[config.mk]
export PLATFORM = sky130hd
export DESIGN_NAME = ssp_core
export DESIGN_NICKNAME = d
export VERILOG_FILES = /design/src/ssp_sync.v /design/src/ssp_core.v
export VERILOG_INCLUDE_DIRS = /design/src
export SDC_FILE = /design/constraint.sdc
export NUM_CORES = 1
export LEC_CHECK = 0
export BUFFER_PORTS_ARGS = -buffer_cell sky130_fd_sc_hd__buf_2
export CAP_MARGIN = 20
export CORE_ASPECT_RATIO = 1.5
export CORE_MARGIN = 1
export CORE_UTILIZATION = 28
export CTS_CLUSTER_SIZE = 12
export DETAILED_ROUTE_END_ITERATION = 7
export GPL_TIMING_DRIVEN = 0
export PLACE_DENSITY_LB_ADDON = 0.05
export SYNTH_ARGS = -nofsm -noshare
export SYNTH_HDL_FRONTEND = slang
export SYNTH_SLANG_ARGS = --single-unit
[constraint.sdc]
create_clock -name i_clk_sys -period 2.05 [get_ports i_clk_sys]
set_input_delay 0.41 -clock i_clk_sys [delete_from_list [all_inputs] [get_ports i_clk_sys]]
set_output_delay 0.41 -clock i_clk_sys [all_outputs]
set_load 0.01 [all_outputs]
[src/ssp_regs.vh]
// Register map, field positions, reset values and timing counts of the SPI port.
// Assumes an 8-bit special-function register space addressed by byte.
`ifndef SSP_REGS_VH
`define SSP_REGS_VH
// ==========================================================
// Register offsets
`define SSP_ADDR_OUTCFG   8'h8F
`define SSP_ADDR_CTRL     8'h9D
`define SSP_ADDR_STAT     8'h9E
`define SSP_ADDR_DATA     8'h9F
`define SSP_ADDR_IRQ_ST   8'hA0
`define SSP_ADDR_IRQ_MSK  8'hA1
// ==========================================================
// Field positions
`define SSP_SEL_HI        7
`define SSP_SEL_LO        6
`define SSP_SEL_SPI       2'h1
`define SSP_CTRL_ON       7
`define SSP_CTRL_ROLE     5
`define SSP_CTRL_IDLE     4
`define SSP_CTRL_EDGE     3
`define SSP_CTRL_DIV_HI   2
`define SSP_STAT_DONE     7
`define SSP_STAT_WRITE_COLLISION_FLAG     6
`define SSP_STAT_TXE      3
`define SSP_STAT_ORDER    2
`define SSP_STAT_TRANSMIT_EMPTY_IRQ_ENABLE     0
// ==========================================================
// Reset values
`define SSP_RST_OUTCFG    8'h00
`define SSP_RST_CTRL      8'h00
`define SSP_RST_STAT      8'h08
`define SSP_RST_DATA      8'h00
// Writable bits
`define SSP_MASK_OUTCFG   8'hCF
`define SSP_MASK_CTRL     8'hBF
// ==========================================================
// Timing: shortest divisor is 4, so half period is 2 system clocks
`define SSP_DIV_BASE_HALF 10'h002
`define SSP_BITS          4'h8
// Master reads MISO this many clocks after its own capture edge (pin sync lag)
`define SSP_MISO_LAG      3'h4
`endif

[src/ssp_sync.v]
// Three-stage synchroniser bank for pins entering the system clock domain.
// Assumes inputs are asynchronous levels; outputs the agreed value.
`timescale 1ns/1ps
module ssp_sync #(
  parameter W = 3
) (
  input  wire         i_clk_sys,  // System clock
  input  wire         i_arst_n,   // Async reset
  input  wire [W-1:0] i_async,    // Raw pin levels
  output wire [W-1:0] o_level     // Filtered levels
);
  reg [W-1:0] s1_r;
  reg [W-1:0] s2_r;
  reg [W-1:0] s3_r;
  reg [W-1:0] lvl_r;
  // ==========================================================
  // Stage chain: value moves once stages two and three agree
  always @(posedge i_clk_sys or negedge i_arst_n) begin
    if (!i_arst_n) begin
      s1_r  <= {W{1'b0}};
      s2_r  <= {W{1'b0}};
      s3_r  <= {W{1'b0}};
      lvl_r <= {W{1'b0}};
    end else begin
      s1_r  <= i_async;
      s2_r  <= s1_r;
      s3_r  <= s2_r;
      lvl_r <= (s2_r & s3_r) | (lvl_r & (s2_r ^ s3_r));
    end
  end
  assign o_level = lvl_r;
endmodule // ssp_sync

[src/ssp_core.v]
// SPI function of the shared serial block: registers, master clock, shifter.
// Assumes a single-cycle SFR port and external pins resolved by the bench.
//
// Local design decision: strobed register access.
`timescale 1ns/1ps
`include "ssp_regs.vh"
// Contract
// - Block select 01 and control bit 7 set mean SPI active
// - Full duplex shift out and in
// - Control 9D, status 9E, data 9F
// - Control bit 5 picks master role
// - Control bit 4 sets clock idle
// - Control bit 3 picks sampling edge
// - Divider code gives fsys/4 to /512
// - Done flag set, software writes zero
// - Collision flag set, software writes zero
// - Status bit 2 selects LSB first
// - Empty flag with enable raises interrupt
// - Data write loads shifter, read receives
// - Master starts on write, collisions flagged
// - Unselected slave floats MISO, ignores clock
// - Unloaded slave sends zero byte
// - Slave holds byte while done flag set
module ssp_core (
  input  wire       i_clk_sys,   // System clock 20 MHz
  input  wire       i_arst_n,    // Async reset, active low
  input  wire [7:0] i_addr,      // SFR address
  input  wire [7:0] i_wdata,     // Write data
  input  wire       i_wr,        // Write strobe
  input  wire       i_rd,        // Read strobe
  output reg  [7:0] o_rdata,     // Read data, cycle after strobe
  output wire       o_irq,       // Level interrupt
  input  wire       i_sck,       // Serial clock in (slave)
  output reg        o_sck,       // Serial clock out (master)
  output wire       o_sck_oe,    // Serial clock drive enable
  input  wire       i_mosi,      // MOSI in (slave)
  output reg        o_mosi,      // MOSI out (master)
  output wire       o_mosi_oe,   // MOSI drive enable
  input  wire       i_miso,      // MISO in (master)
  output wire       o_miso,      // MISO out (slave)
  output wire       o_miso_oe,   // MISO drive enable
  input  wire       i_sel_n      // Slave select, active low
);
  // ==========================================================
  // Declarations
  reg  [7:0] outcfg_r;
  reg  [7:0] ctrl_r;
  reg  [7:0] stat_r;
  reg  [7:0] rx_r;
  reg  [7:0] tx_r;
  reg  [7:0] sh_r;
  reg  [2:0] irq_st_r;
  reg  [2:0] irq_msk_r;
  reg        busy_r;
  reg        loaded_r;
  reg  [3:0] edges_r;
  reg  [9:0] div_r;
  reg        sck_d_r;
  reg        miso_bit_r;
  reg        in_bit_r;
  reg  [3:0] cap_d_r;
  reg  [2:0] tail_r;
  reg  [7:0] mrx_r;
  wire [3:0] pins;
  wire       sck_s;
  wire       mosi_s;
  wire       miso_s;
  wire       spi_on;
  wire       master;
  wire       idle_level;
  wire       sample_edge;
  wire       lsb;
  wire       slave_sel;
  wire       sck_edge;
  wire       lead_edge;
  wire       trail_edge;
  wire       wr_data;
  wire       collide;
  wire       done_evt;
  wire       m_cap;
  wire       m_done;
  wire       fin_evt;
  wire       rd_istat;
  wire [9:0] half_cnt;
  wire [7:0] tx_next;
  // ==========================================================
  // Helpers
  function [9:0] half_period;
    input [2:0] code;
    begin
      half_period = `SSP_DIV_BASE_HALF << code;
    end
  endfunction
  function out_bit;
    input [7:0] v;
    input       lsb_first;
    begin
      out_bit = lsb_first ? v[0] : v[7];
    end
  endfunction
  function [7:0] shift_in;
    input [7:0] v;
    input       b;
    input       lsb_first;
    begin
      shift_in = lsb_first ? {b, v[7:1]} : {v[6:0], b};
    end
  endfunction
  // ==========================================================
  // Pin synchronisers
  // Select enters inverted, so the reset value of the chain means deselected
  ssp_sync #(.W(4)) u_sync (
    .i_clk_sys (i_clk_sys),
    .i_arst_n  (i_arst_n),
    .i_async   ({i_sck, i_mosi, i_miso, ~i_sel_n}),
    .o_level   (pins)
  );
  assign sck_s  = pins[3];
  assign mosi_s = pins[2];
  assign miso_s = pins[1];
  // ==========================================================
  // Mode decode
  // SPI only with select 01
  assign spi_on = (outcfg_r[`SSP_SEL_HI:`SSP_SEL_LO] == `SSP_SEL_SPI) & ctrl_r[`SSP_CTRL_ON];
  assign master = ctrl_r[`SSP_CTRL_ROLE];
  assign idle_level   = ctrl_r[`SSP_CTRL_IDLE];
  assign sample_edge   = ctrl_r[`SSP_CTRL_EDGE];
  // status bit 2 picks bit order
  assign lsb    = stat_r[`SSP_STAT_ORDER];
  assign slave_sel = spi_on & ~master & pins[0];  // Synchronised select
  assign half_cnt = half_period(ctrl_r[`SSP_CTRL_DIV_HI:0]);
  assign wr_data  = i_wr & (i_addr == `SSP_ADDR_DATA);
  assign rd_istat = i_rd & (i_addr == `SSP_ADDR_IRQ_ST);
  // write while a byte is pending collides
  assign collide  = wr_data & spi_on & (busy_r | (loaded_r & ~master));
  // slave with nothing loaded sends zero
  assign tx_next  = loaded_r ? tx_r : 8'h00;
  // ==========================================================
  // Clock edge source: master divider or synchronised pin
  assign sck_edge   = master ? (busy_r & (tail_r == 3'h0) & (div_r == 10'h001))
                             : (slave_sel & (sck_s != sck_d_r));
  // odd edge is first edge of a bit cycle
  assign lead_edge  = sck_edge & ~edges_r[0];
  assign trail_edge = sck_edge & edges_r[0];
  assign done_evt   = sck_edge & (edges_r == 4'hF);
  // master samples MISO late, since the pin sync costs four clocks
  assign m_cap      = master & ((lead_edge & ~sample_edge) | (trail_edge & sample_edge));
  assign m_done     = busy_r & (tail_r == 3'h1);
  assign fin_evt    = master ? m_done : (done_evt & busy_r);
  // ==========================================================
  // Shift engine
  // full duplex shifter
  always @(posedge i_clk_sys or negedge i_arst_n) begin
    if (!i_arst_n) begin
      sh_r       <= 8'h00;
      rx_r       <= 8'h00;
      busy_r     <= 1'b0;
      loaded_r   <= 1'b0;
      tx_r       <= `SSP_RST_DATA;
      edges_r    <= 4'h0;
      div_r      <= 10'h000;
      o_sck      <= 1'b0;
      o_mosi     <= 1'b0;
      miso_bit_r <= 1'b0;
      in_bit_r   <= 1'b0;
      sck_d_r    <= 1'b0;
      cap_d_r    <= 4'h0;
      tail_r     <= 3'h0;
      mrx_r      <= 8'h00;
    end else begin
      sck_d_r <= sck_s;
      cap_d_r <= {cap_d_r[2:0], m_cap};
      if (!spi_on) begin
        busy_r  <= 1'b0;
        tail_r  <= 3'h0;
        edges_r <= 4'h0;
        o_sck   <= idle_level;
        if (wr_data) begin
          tx_r     <= i_wdata;
          loaded_r <= 1'b1;
        end
      end else if (wr_data && !collide) begin
        tx_r     <= i_wdata;
        loaded_r <= 1'b1;
        if (master) begin
          busy_r  <= 1'b1;
          sh_r    <= i_wdata;
          o_mosi  <= out_bit(i_wdata, lsb);
          edges_r <= 4'h0;
          div_r   <= half_cnt;
        end
      end else begin
        // master clock rests at the idle level between bytes
        if (!busy_r) begin
          o_sck <= idle_level;
        end
        tail_r <= (tail_r == 3'h0) ? 3'h0 : tail_r - 3'h1;
        if (cap_d_r[3]) begin  // Late MISO sample, after the sync lag
          mrx_r <= shift_in(mrx_r, miso_s, lsb);
        end
        if (!master && !busy_r && slave_sel && !stat_r[`SSP_STAT_DONE]) begin
          // slave idle until done flag cleared
          busy_r     <= 1'b1;
          sh_r       <= tx_next;
          miso_bit_r <= out_bit(tx_next, lsb);
          edges_r    <= 4'h0;
          loaded_r   <= 1'b0;
        end
        if (!master && !slave_sel && busy_r) begin
          busy_r  <= 1'b0;
          edges_r <= 4'h0;
        end
        if (master && busy_r) begin
          div_r <= (div_r == 10'h001) ? half_cnt : div_r - 10'h001;
        end
        if (sck_edge && busy_r) begin
          edges_r <= edges_r + 4'h1;
          if (master) begin
            o_sck <= ~o_sck;
          end
          if ((lead_edge && !sample_edge) || (trail_edge && sample_edge)) begin
            in_bit_r <= master ? miso_s : mosi_s;
            sh_r     <= shift_in(sh_r, master ? miso_s : mosi_s, lsb);
          end else if (edges_r != 4'h0 || sample_edge) begin
            if (master) begin
              o_mosi <= out_bit(sh_r, lsb);
            end else begin
              miso_bit_r <= out_bit(sh_r, lsb);
            end
          end
          if (done_evt && master) begin
            tail_r <= `SSP_MISO_LAG;
          end else if (done_evt) begin
            busy_r   <= 1'b0;
            rx_r     <= sample_edge ? shift_in(sh_r, mosi_s, lsb) : sh_r;
            loaded_r <= 1'b0;
          end
        end
        // Master byte is complete once the last late sample is in
        if (m_done) begin
          busy_r   <= 1'b0;
          rx_r     <= cap_d_r[3] ? shift_in(mrx_r, miso_s, lsb) : mrx_r;
          loaded_r <= 1'b0;
        end
      end
    end
  end
  // ==========================================================
  // Pin drivers: slave MISO floats unless selected
  assign o_sck_oe  = spi_on & master;
  assign o_mosi_oe = spi_on & master;
  assign o_miso    = miso_bit_r;
  assign o_miso_oe = slave_sel;
  // ==========================================================
  // Registers: software writes and hardware flags
  always @(posedge i_clk_sys or negedge i_arst_n) begin
    if (!i_arst_n) begin
      outcfg_r <= `SSP_RST_OUTCFG;
      ctrl_r   <= `SSP_RST_CTRL;
      stat_r   <= `SSP_RST_STAT;
    end else begin
      if (i_wr && i_addr == `SSP_ADDR_OUTCFG) begin
        outcfg_r <= i_wdata & `SSP_MASK_OUTCFG;
      end
      if (i_wr && i_addr == `SSP_ADDR_CTRL) begin
        ctrl_r <= i_wdata & `SSP_MASK_CTRL;
      end
      if (i_wr && i_addr == `SSP_ADDR_STAT) begin
        // Flags only clear by writing 0; writing 1 keeps them
        stat_r[`SSP_STAT_DONE]  <= stat_r[`SSP_STAT_DONE] & i_wdata[`SSP_STAT_DONE];
        stat_r[`SSP_STAT_WRITE_COLLISION_FLAG]  <= stat_r[`SSP_STAT_WRITE_COLLISION_FLAG] & i_wdata[`SSP_STAT_WRITE_COLLISION_FLAG];
        stat_r[`SSP_STAT_ORDER] <= i_wdata[`SSP_STAT_ORDER];
        stat_r[`SSP_STAT_TRANSMIT_EMPTY_IRQ_ENABLE]  <= i_wdata[`SSP_STAT_TRANSMIT_EMPTY_IRQ_ENABLE];
      end
      if (fin_evt) begin
        stat_r[`SSP_STAT_DONE] <= 1'b1;
      end
      if (collide) begin
        stat_r[`SSP_STAT_WRITE_COLLISION_FLAG] <= 1'b1;
      end
      if (wr_data && !collide) begin
        stat_r[`SSP_STAT_TXE] <= 1'b0;
      end else if (fin_evt) begin
        stat_r[`SSP_STAT_TXE] <= 1'b1;
      end
    end
  end
  // ==========================================================
  // Sticky interrupt status: done, collision, empty; read clears
  always @(posedge i_clk_sys or negedge i_arst_n) begin
    if (!i_arst_n) begin
      irq_st_r  <= 3'h0;
      irq_msk_r <= 3'h0;
    end else begin
      if (i_wr && i_addr == `SSP_ADDR_IRQ_MSK) begin
        irq_msk_r <= i_wdata[2:0];
      end
      // New events win over the clearing read
      irq_st_r <= (rd_istat ? 3'h0 : irq_st_r)
                | {fin_evt, collide, fin_evt & ~stat_r[`SSP_STAT_TXE]};
    end
  end
  // empty flag and enable raise interrupt
  assign o_irq = (stat_r[`SSP_STAT_TXE] & stat_r[`SSP_STAT_TRANSMIT_EMPTY_IRQ_ENABLE])
               | (|(irq_st_r & irq_msk_r));
  // ==========================================================
  // Read port, data one cycle after the strobe
  always @(posedge i_clk_sys or negedge i_arst_n) begin
    if (!i_arst_n) begin
      o_rdata <= 8'h00;
    end else if (i_rd) begin
      case (i_addr)
        `SSP_ADDR_OUTCFG:  o_rdata <= outcfg_r;
        `SSP_ADDR_CTRL:    o_rdata <= ctrl_r;
        `SSP_ADDR_STAT:    o_rdata <= stat_r & 8'hCD;
        `SSP_ADDR_DATA:    o_rdata <= rx_r;
        `SSP_ADDR_IRQ_ST:  o_rdata <= {5'h00, irq_st_r};
        `SSP_ADDR_IRQ_MSK: o_rdata <= {5'h00, irq_msk_r};
        default:           o_rdata <= 8'h00;
      endcase
    end else begin
      o_rdata <= 8'h00;
    end
  end
endmodule // ssp_core

==> results of run 1 <==
==> kinds of logic after synthesis <==
logic type | Yosys count | synth area share
muxes | 56 | 0.107
and+or+nand+nor | 182 | 0.167
xor gates and xnor gates | 3 | 0.00475
AOI/OAI and AO/OA | 145 | 0.184
buffers and inverters | 43 | 0.0340
DFF | 107 | 0.485
adders and majority gates | 8 | 0.0181
==> power by group through the flow <==
stage,combinational [W],sequential [W],clock (W)
floorplan,0.000170,0.00227,0
global placement,0.000310,0.00230,0
detailed placement,0.000323,0.00230,0
CTS,0.000342,0.00226,0.00197
global route,0.000378,0.00228,0.00204
finish,0.000339,0.00226,0.00188
==> routing by layer <==
layer  part of all wire  routed length, um  track usage  vias up
met2               0.52               8910        0.309       85
li1                   -                  -            -     2157
met4              0.019                331       0.0638        0
met5                  0                  0            0        -
met1               0.44               7490        0.221     2282
met3              0.025                435       0.0293       16
==> what timing repair did <==
item,4_1_cts,5_1_grt
endpoints found under the setup margin,69,41
gates cloned,1,0
resized for setup,48,37
hold buffers,1,0
pin swaps,6,10
hold endpoints to repair,34,0
buffers inserted,21,3
==> through the flow <==
step / hold WS, ps / setup slack (ps) / setup TNS (ps) / cell area [um^2] / power (W)
after detailed placement: 336 / -748 / -30840 / 6070 / 0.00262
after global routing: 129 / -75.1 / -585 / 6880 / 0.00470
after floorplan: 114 / 28.3 / 0 / 5530 / 0.00245
after global placement: 332 / -813 / -114760 / 6030 / 0.00261
final: 143 / 8.33 / 0 / 6880 / 0.00449
after CTS: 127 / -68.3 / -97.5 / 6710 / 0.00457
==> synthesized netlist by cell type, drive strengths merged, types with 3 or more instances <==
cell and instances:
dfrtp 106, nand2 84, o21ai 40, mux2i 33
nor2 33, mux2 23, a21oi 16, a22oi 16
buf 16, clkbuf 14, inv 12, a211oi 10
nor3 10, and3 9, o22a 9, ha 8
a2111oi 7, a21o 7, or3 6, a31oi 5
nand2b 5, nand3 5, a32o 4, nand4 4
nor4 4, o31ai 4, a221oi 3, a22o 3
nand3b 3, nor2b 3, nor4b 3, o21a 3
o32a 3, xnor2 3
==> final cells by class <==
type                            instances  area, um^2  area share
Timing Repair Buffer                   64         443      0.0643
Sequential cell                       107        2680       0.390
Tap cell                              256         320      0.0465
Multi-Input combinational cell        394        2900       0.421
Inverter                               13        48.8     0.00709
Buffer                                 28         181      0.0264
Clock inverter                          7        82.6      0.0120
Clock buffer                            9         225      0.0327
==> how the worst min path moves through the flow <==
stage | end | slack, ps | depth (start not counted)
after CTS | u_sync.s1_r[1] | 130 | 1
after global routing | u_sync.s1_r[1] | 130 | 1
after detailed placement | o_rdata[1] | 340 | 1
after global placement | u_sync.s2_r[1] | 330 | 0
final | u_sync.s1_r[1] | 140 | 1
after floorplan | busy_r | 110 | 0
==> registers in the layout, indices dropped and copies added, names as in the netlist, 3 cells and up <==
signal / cells
irq_st_r: 3
o_rdata: 8
ctrl_r: 7
mrx_r: 8
u_sync.s1_r: 4
div_r: 10
outcfg_r: 6
stat_r: 4
sh_r: 8
rx_r: 8
cap_d_r: 4
tx_r: 8
edges_r: 4
u_sync.s2_r: 4
irq_msk_r: 3
u_sync.s3_r: 4
u_sync.o_level: 4
tail_r: 3
==> flow_summary.yaml, run 1 <==
cts:
  cts.root.buffer_cell: "clkbuf_16"
  clock_sinks: 107
  numCtsBuffers: 9
  ctsLongestPathBuffers: 2
  cts_tree: "built"
  clock_insertion_delay_worst_skew_ps: 360
  cts.clk_slew.worst_paths_ps: 80
  clock_tree.htree_level_count: 3
worst_setup_path:
  worst_path_largest_cell_delay_ps: 380
  timing.critical_path.to_type: "flip-flop"
  worst_ep_required_time_ps: 2310
  setup.worst_path.start_class: "flip-flop"
  worst-endpoint-arrival_ps: 2300
  path_max_fanout: 6
  worst_r2r_path_depth: 7
  path_cells: "buf_4 -> nand3b_4 -> or3_1 -> buf_6 -> or3_4 -> o221a_4 -> mux2_4"
  worstSetupPathDepth: 7
  r2r_end: "o_mosi"
  timing.critical_path.buf_inv: 2
  timing.critical_path.slowest_stage_cell: "dfrtp_1"
  r2r-start: "outcfg_r[6]"
  path_delay_family: "simple AND/OR/NAND/NOR gates"
  worstSetupEndpoint: "o_mosi"
  worstSetupStartpoint: "outcfg_r[6]"
  r2r_setup_slack_ps: 8
  timing_worst_setup_path_type: "reg -> reg"
yosys:
  synth.top_cells.by_area: "dfrtp_1, mux2i_1, nand2_1"
  netlist_instances: 544
  synth.cell_area_um2: 5530
  synth-seq-cells: 107
  synth_top_flop_cell: "dfrtp_1"
  synth_seq_area_share: 0.485
  synth_nets: 576
  synth_async_sr_flop_share: 1.00
  syn_area_per_cell_um2: 10.2
  yosysTopAreaCellShare: 0.480
  ys_types: 70
  post-synth-top-area-cell: "dfrtp_1"
  synth-edff-count: 0
  synthesis.yosys.warnings: 0
placed_design:
  place.gp.congestion: 0.796
  port-buffer-count: 37
  hpwl_reported_at_the_end_of_detailed_placement_um: 12000
  dpl.cell_count: 838
finish:
  fillerInstances: 2027
  layout_common_cells: "dfrtp_1, nand2_1, buf_2, o21ai_0, mux2i_1"
  post_layout_nonfiller_instances: 878
  post-route-util: 0.358
  finish.net_count: 649
  mostFrequentLayoutCell: "dfrtp_1"
  area_growth_syn_to_layout_pct: 24.5
  n_antenna_cell: 0
  layout_cell_share_with_drive_strength_beyond_1: 0.268
routing:
  detailroute.via_count: 4540
  routed_via_density: 5.17
  drt.antenna.violating_nets: 0
  wl_um: 17200
  avgRoutedWirePerCell_um: 19.6
  drt_drc_violations_left: 0
  drt_first_iter_violations: 230
  drt_first_pass_iters: 4
power_and_ir_drop:
  proportion_of_power_drawn_by_the_clock_network: 0.420
  cellInternalPower_w: 0.00330
  leakagePower_nw: 3.02
  switching_part_of_the_total_power: 0.265
  net-switching-power_w: 0.00119
  vdd.ir_drop.worst_v: 0.000352
  power_per_cell_area_nw_per_um2: 652
  power_frac_seq: 0.505
  power.share.combinational: 0.076
global_route:
  number_of_antenna_violations_at_the_first_check_in_global_routing: 0
  grtUsageTotal: 0.179
  grt_pass1_vias: 4628
  grt_pass1_wl_um: 26800
  remaining_overflow_grt: 0
  grt_max_degree: 74
timing:
  setup_viol: 0
  max-slew-margin-rel: 0.334
  period_minus_slack_ps: 2040
  worst_max_slew_pin_slew_ps: 990
  timing.fmax_ghz: 0.490
  timing.final.hold_violations: 0
  final.period_utilization: 0.996
  timing.final.max_slew_violations: 0
  timing.clock.skew_ps: 6.16
  rsz0062_at_grt: "true"
min_path:
  hp-class: "in -> reg"
  startpoint_of_the_tightest_hold_check_path: "i_miso"
floorplan:
  die_w_um: 117
  rows: 62
  dieHeight_um: 174
  start_util: 0.287
  design.die.area_um2: 20300
  core_area_um2: 19200
  io_pins: 39
flow_run:
  maxCapViolCount: 0
status:
  status: "finished clean"
(Power assumes the default switching activity.)
==> run 2, diff against run 1 <==
Clock period 2.05 ns to 2.5 ns, I/O delays scaled along.
==> flow_summary.yaml, run 2 (same netlist as run 1, synthesis figures left out) <==
status:
  status: "finished clean"
finish:
  layout_common_cells: "dfrtp_1, nand2_1, buf_2, o21ai_0"
  finish.net_count: 628
  mostFrequentLayoutCell: "dfrtp_1"
  fillerInstances: 2070
  layout_cell_share_with_drive_strength_beyond_1: 0.183
  multi_input_comb_area_um2: 2680
  ff_latch_area_um2: 2680
  largest_register_ff_count: 10
  register_bank_with_the_most_flops: "div_r"
  n_antenna_cell: 0
  area_growth_syn_to_layout_pct: 16.2
routing:
  detailroute.via_count: 4415
  met3_wirelength_um: 440
  top_layer: "met4"
  drt.antenna.violating_nets: 0
  avgRoutedWirePerCell_um: 19.5
  drt_first_iter_violations: 212
  routed_via_density: 5.15
  dr_wl_met2_um: 8510
  wl_um: 16700
  drt_drc_violations_left: 0
  met1_length_um: 7410
  drt_first_pass_iters: 4
placed_design:
  place.gp.congestion: 0.796
  hpwl_reported_at_the_end_of_detailed_placement_um: 12000
  port-buffer-count: 37
cts:
  cts.root.buffer_cell: "clkbuf_16"
  cts.clk_slew.worst_paths_ps: 80
  clock_insertion_delay_worst_skew_ps: 370
  ctsLongestPathBuffers: 2
  clock_sinks: 107
  clock_tree.htree_level_count: 3
  numCtsBuffers: 9
  cts_tree: "built"
floorplan:
  design.die.area_um2: 20300
  start_util: 0.287
  die_w_um: 117
  dieHeight_um: 174
  rows: 62
  io_pins: 39
  core_area_um2: 19200
power_and_ir_drop:
  vdd.ir_drop.worst_v: 0.000276
  total_power_w: 0.00366
  leakagePower_nw: 2.79
  power_per_cell_area_nw_per_um2: 569
timing:
  timing.fmax_ghz: 0.414
  timing.clock.skew_ps: 8.44
  final.period_utilization: 0.967
  holdWs_ps: 12.4
  rsz0062_at_grt: "false"
  setup_viol: 0
  max-slew-margin-rel: 0.333
  worst_max_slew_pin_slew_ps: 993
  timing.final.hold_violations: 0
  fin_tns_setup_ps: 0
  period_minus_slack_ps: 2420
  timing.final.max_slew_violations: 0
worst_setup_path:
  worst-endpoint-arrival_ps: 2720
  r2r_setup_slack_ps: 80
  setup.worst_path.start_class: "flip-flop"
  timing.critical_path.to_type: "flip-flop"
  r2r-start: "edges_r[0]"
  r2r_end: "rx_r[6]"
  path_max_fanout: 8
  worst_ep_required_time_ps: 2810
  timing_worst_setup_path_type: "reg -> reg"
  worst_r2r_path_depth: 6
global_route:
  remaining_overflow_grt: 0
  grtUsageTotal: 0.176
  grt_pass1_wl_um: 26300
  grt_max_degree: 74
  number_of_antenna_violations_at_the_first_check_in_global_routing: 0
  grt_pass1_vias: 4479
flow_run:
  maxCapViolCount: 0
min_path:
  hp-class: "in -> async"
==> run 2: timing repair <==
| item | in CTS | in global routing |
|---|---|---|
| pin swaps | 0 | 2 |
| endpoints found under the setup margin | 9 | 10 |
| buffers inserted | 0 | 3 |
| hold buffers | 0 | 0 |
| gates resized for setup | 4 | 3 |
==> run 2: through the flow <==
stage	cells	area (um^2)	setup WS, ps	util
floorplan	544	5530	388	-
global placement	837	6030	-453	0.314
detailed placement	838	6070	-388	0.315
CTS	854	6400	35.8	0.333
global route	857	6420	13.4	0.334
finish	857	6420	82.9	0.334
==> run 2: critical path, cell delays in order, from the launching register on <==
cell and delay, ps:
dfrtp_1 440, ha_1 210, nand4_1 180, nor4_1 560
nor2_1 160, nor2_1 560, o22a_1 240
==> run 2: power by group <==
group          total, W  switching (W)  internal, W
clock network   0.00154       0.000745     0.000799
registers       0.00185      0.0000591      0.00179
logic          0.000260       0.000160    0.0000997
total           0.00366       0.000965      0.00269
==> run 2: worst max-delay path by stage <==
| stage | slack [ps] | to | startpoint |
|---|---|---|---|
| after detailed placement | -390 | ctrl_r[3] | i_addr[6] |
| after global placement | -450 | u_sync.s1_r[0] | i_arst_n |
| after global routing | 10 | sh_r[7] | div_r[1] |
| final | 80 | rx_r[6] | edges_r[0] |
| after CTS | 40 | sh_r[6] | div_r[1] |
| after floorplan | 390 | sh_r[4] | i_addr[0] |
==> run 2: metal layers <==
metal,vias up,GRT usage
met3,24,0.0286
met1,2198,0.220
met2,83,0.302
met4,0,0.0617
li1,2110,-
met5,-,0
==> run 2: layout make-up <==
type                       count  area share
multi-input combinational    394       0.417
sequential                   107       0.417
tap                          256      0.0499
timing repair buffer          41      0.0376
clock buffer                   9      0.0351
buffer                        30      0.0228
clock inverter                 7      0.0129
inverter                      13     0.00760
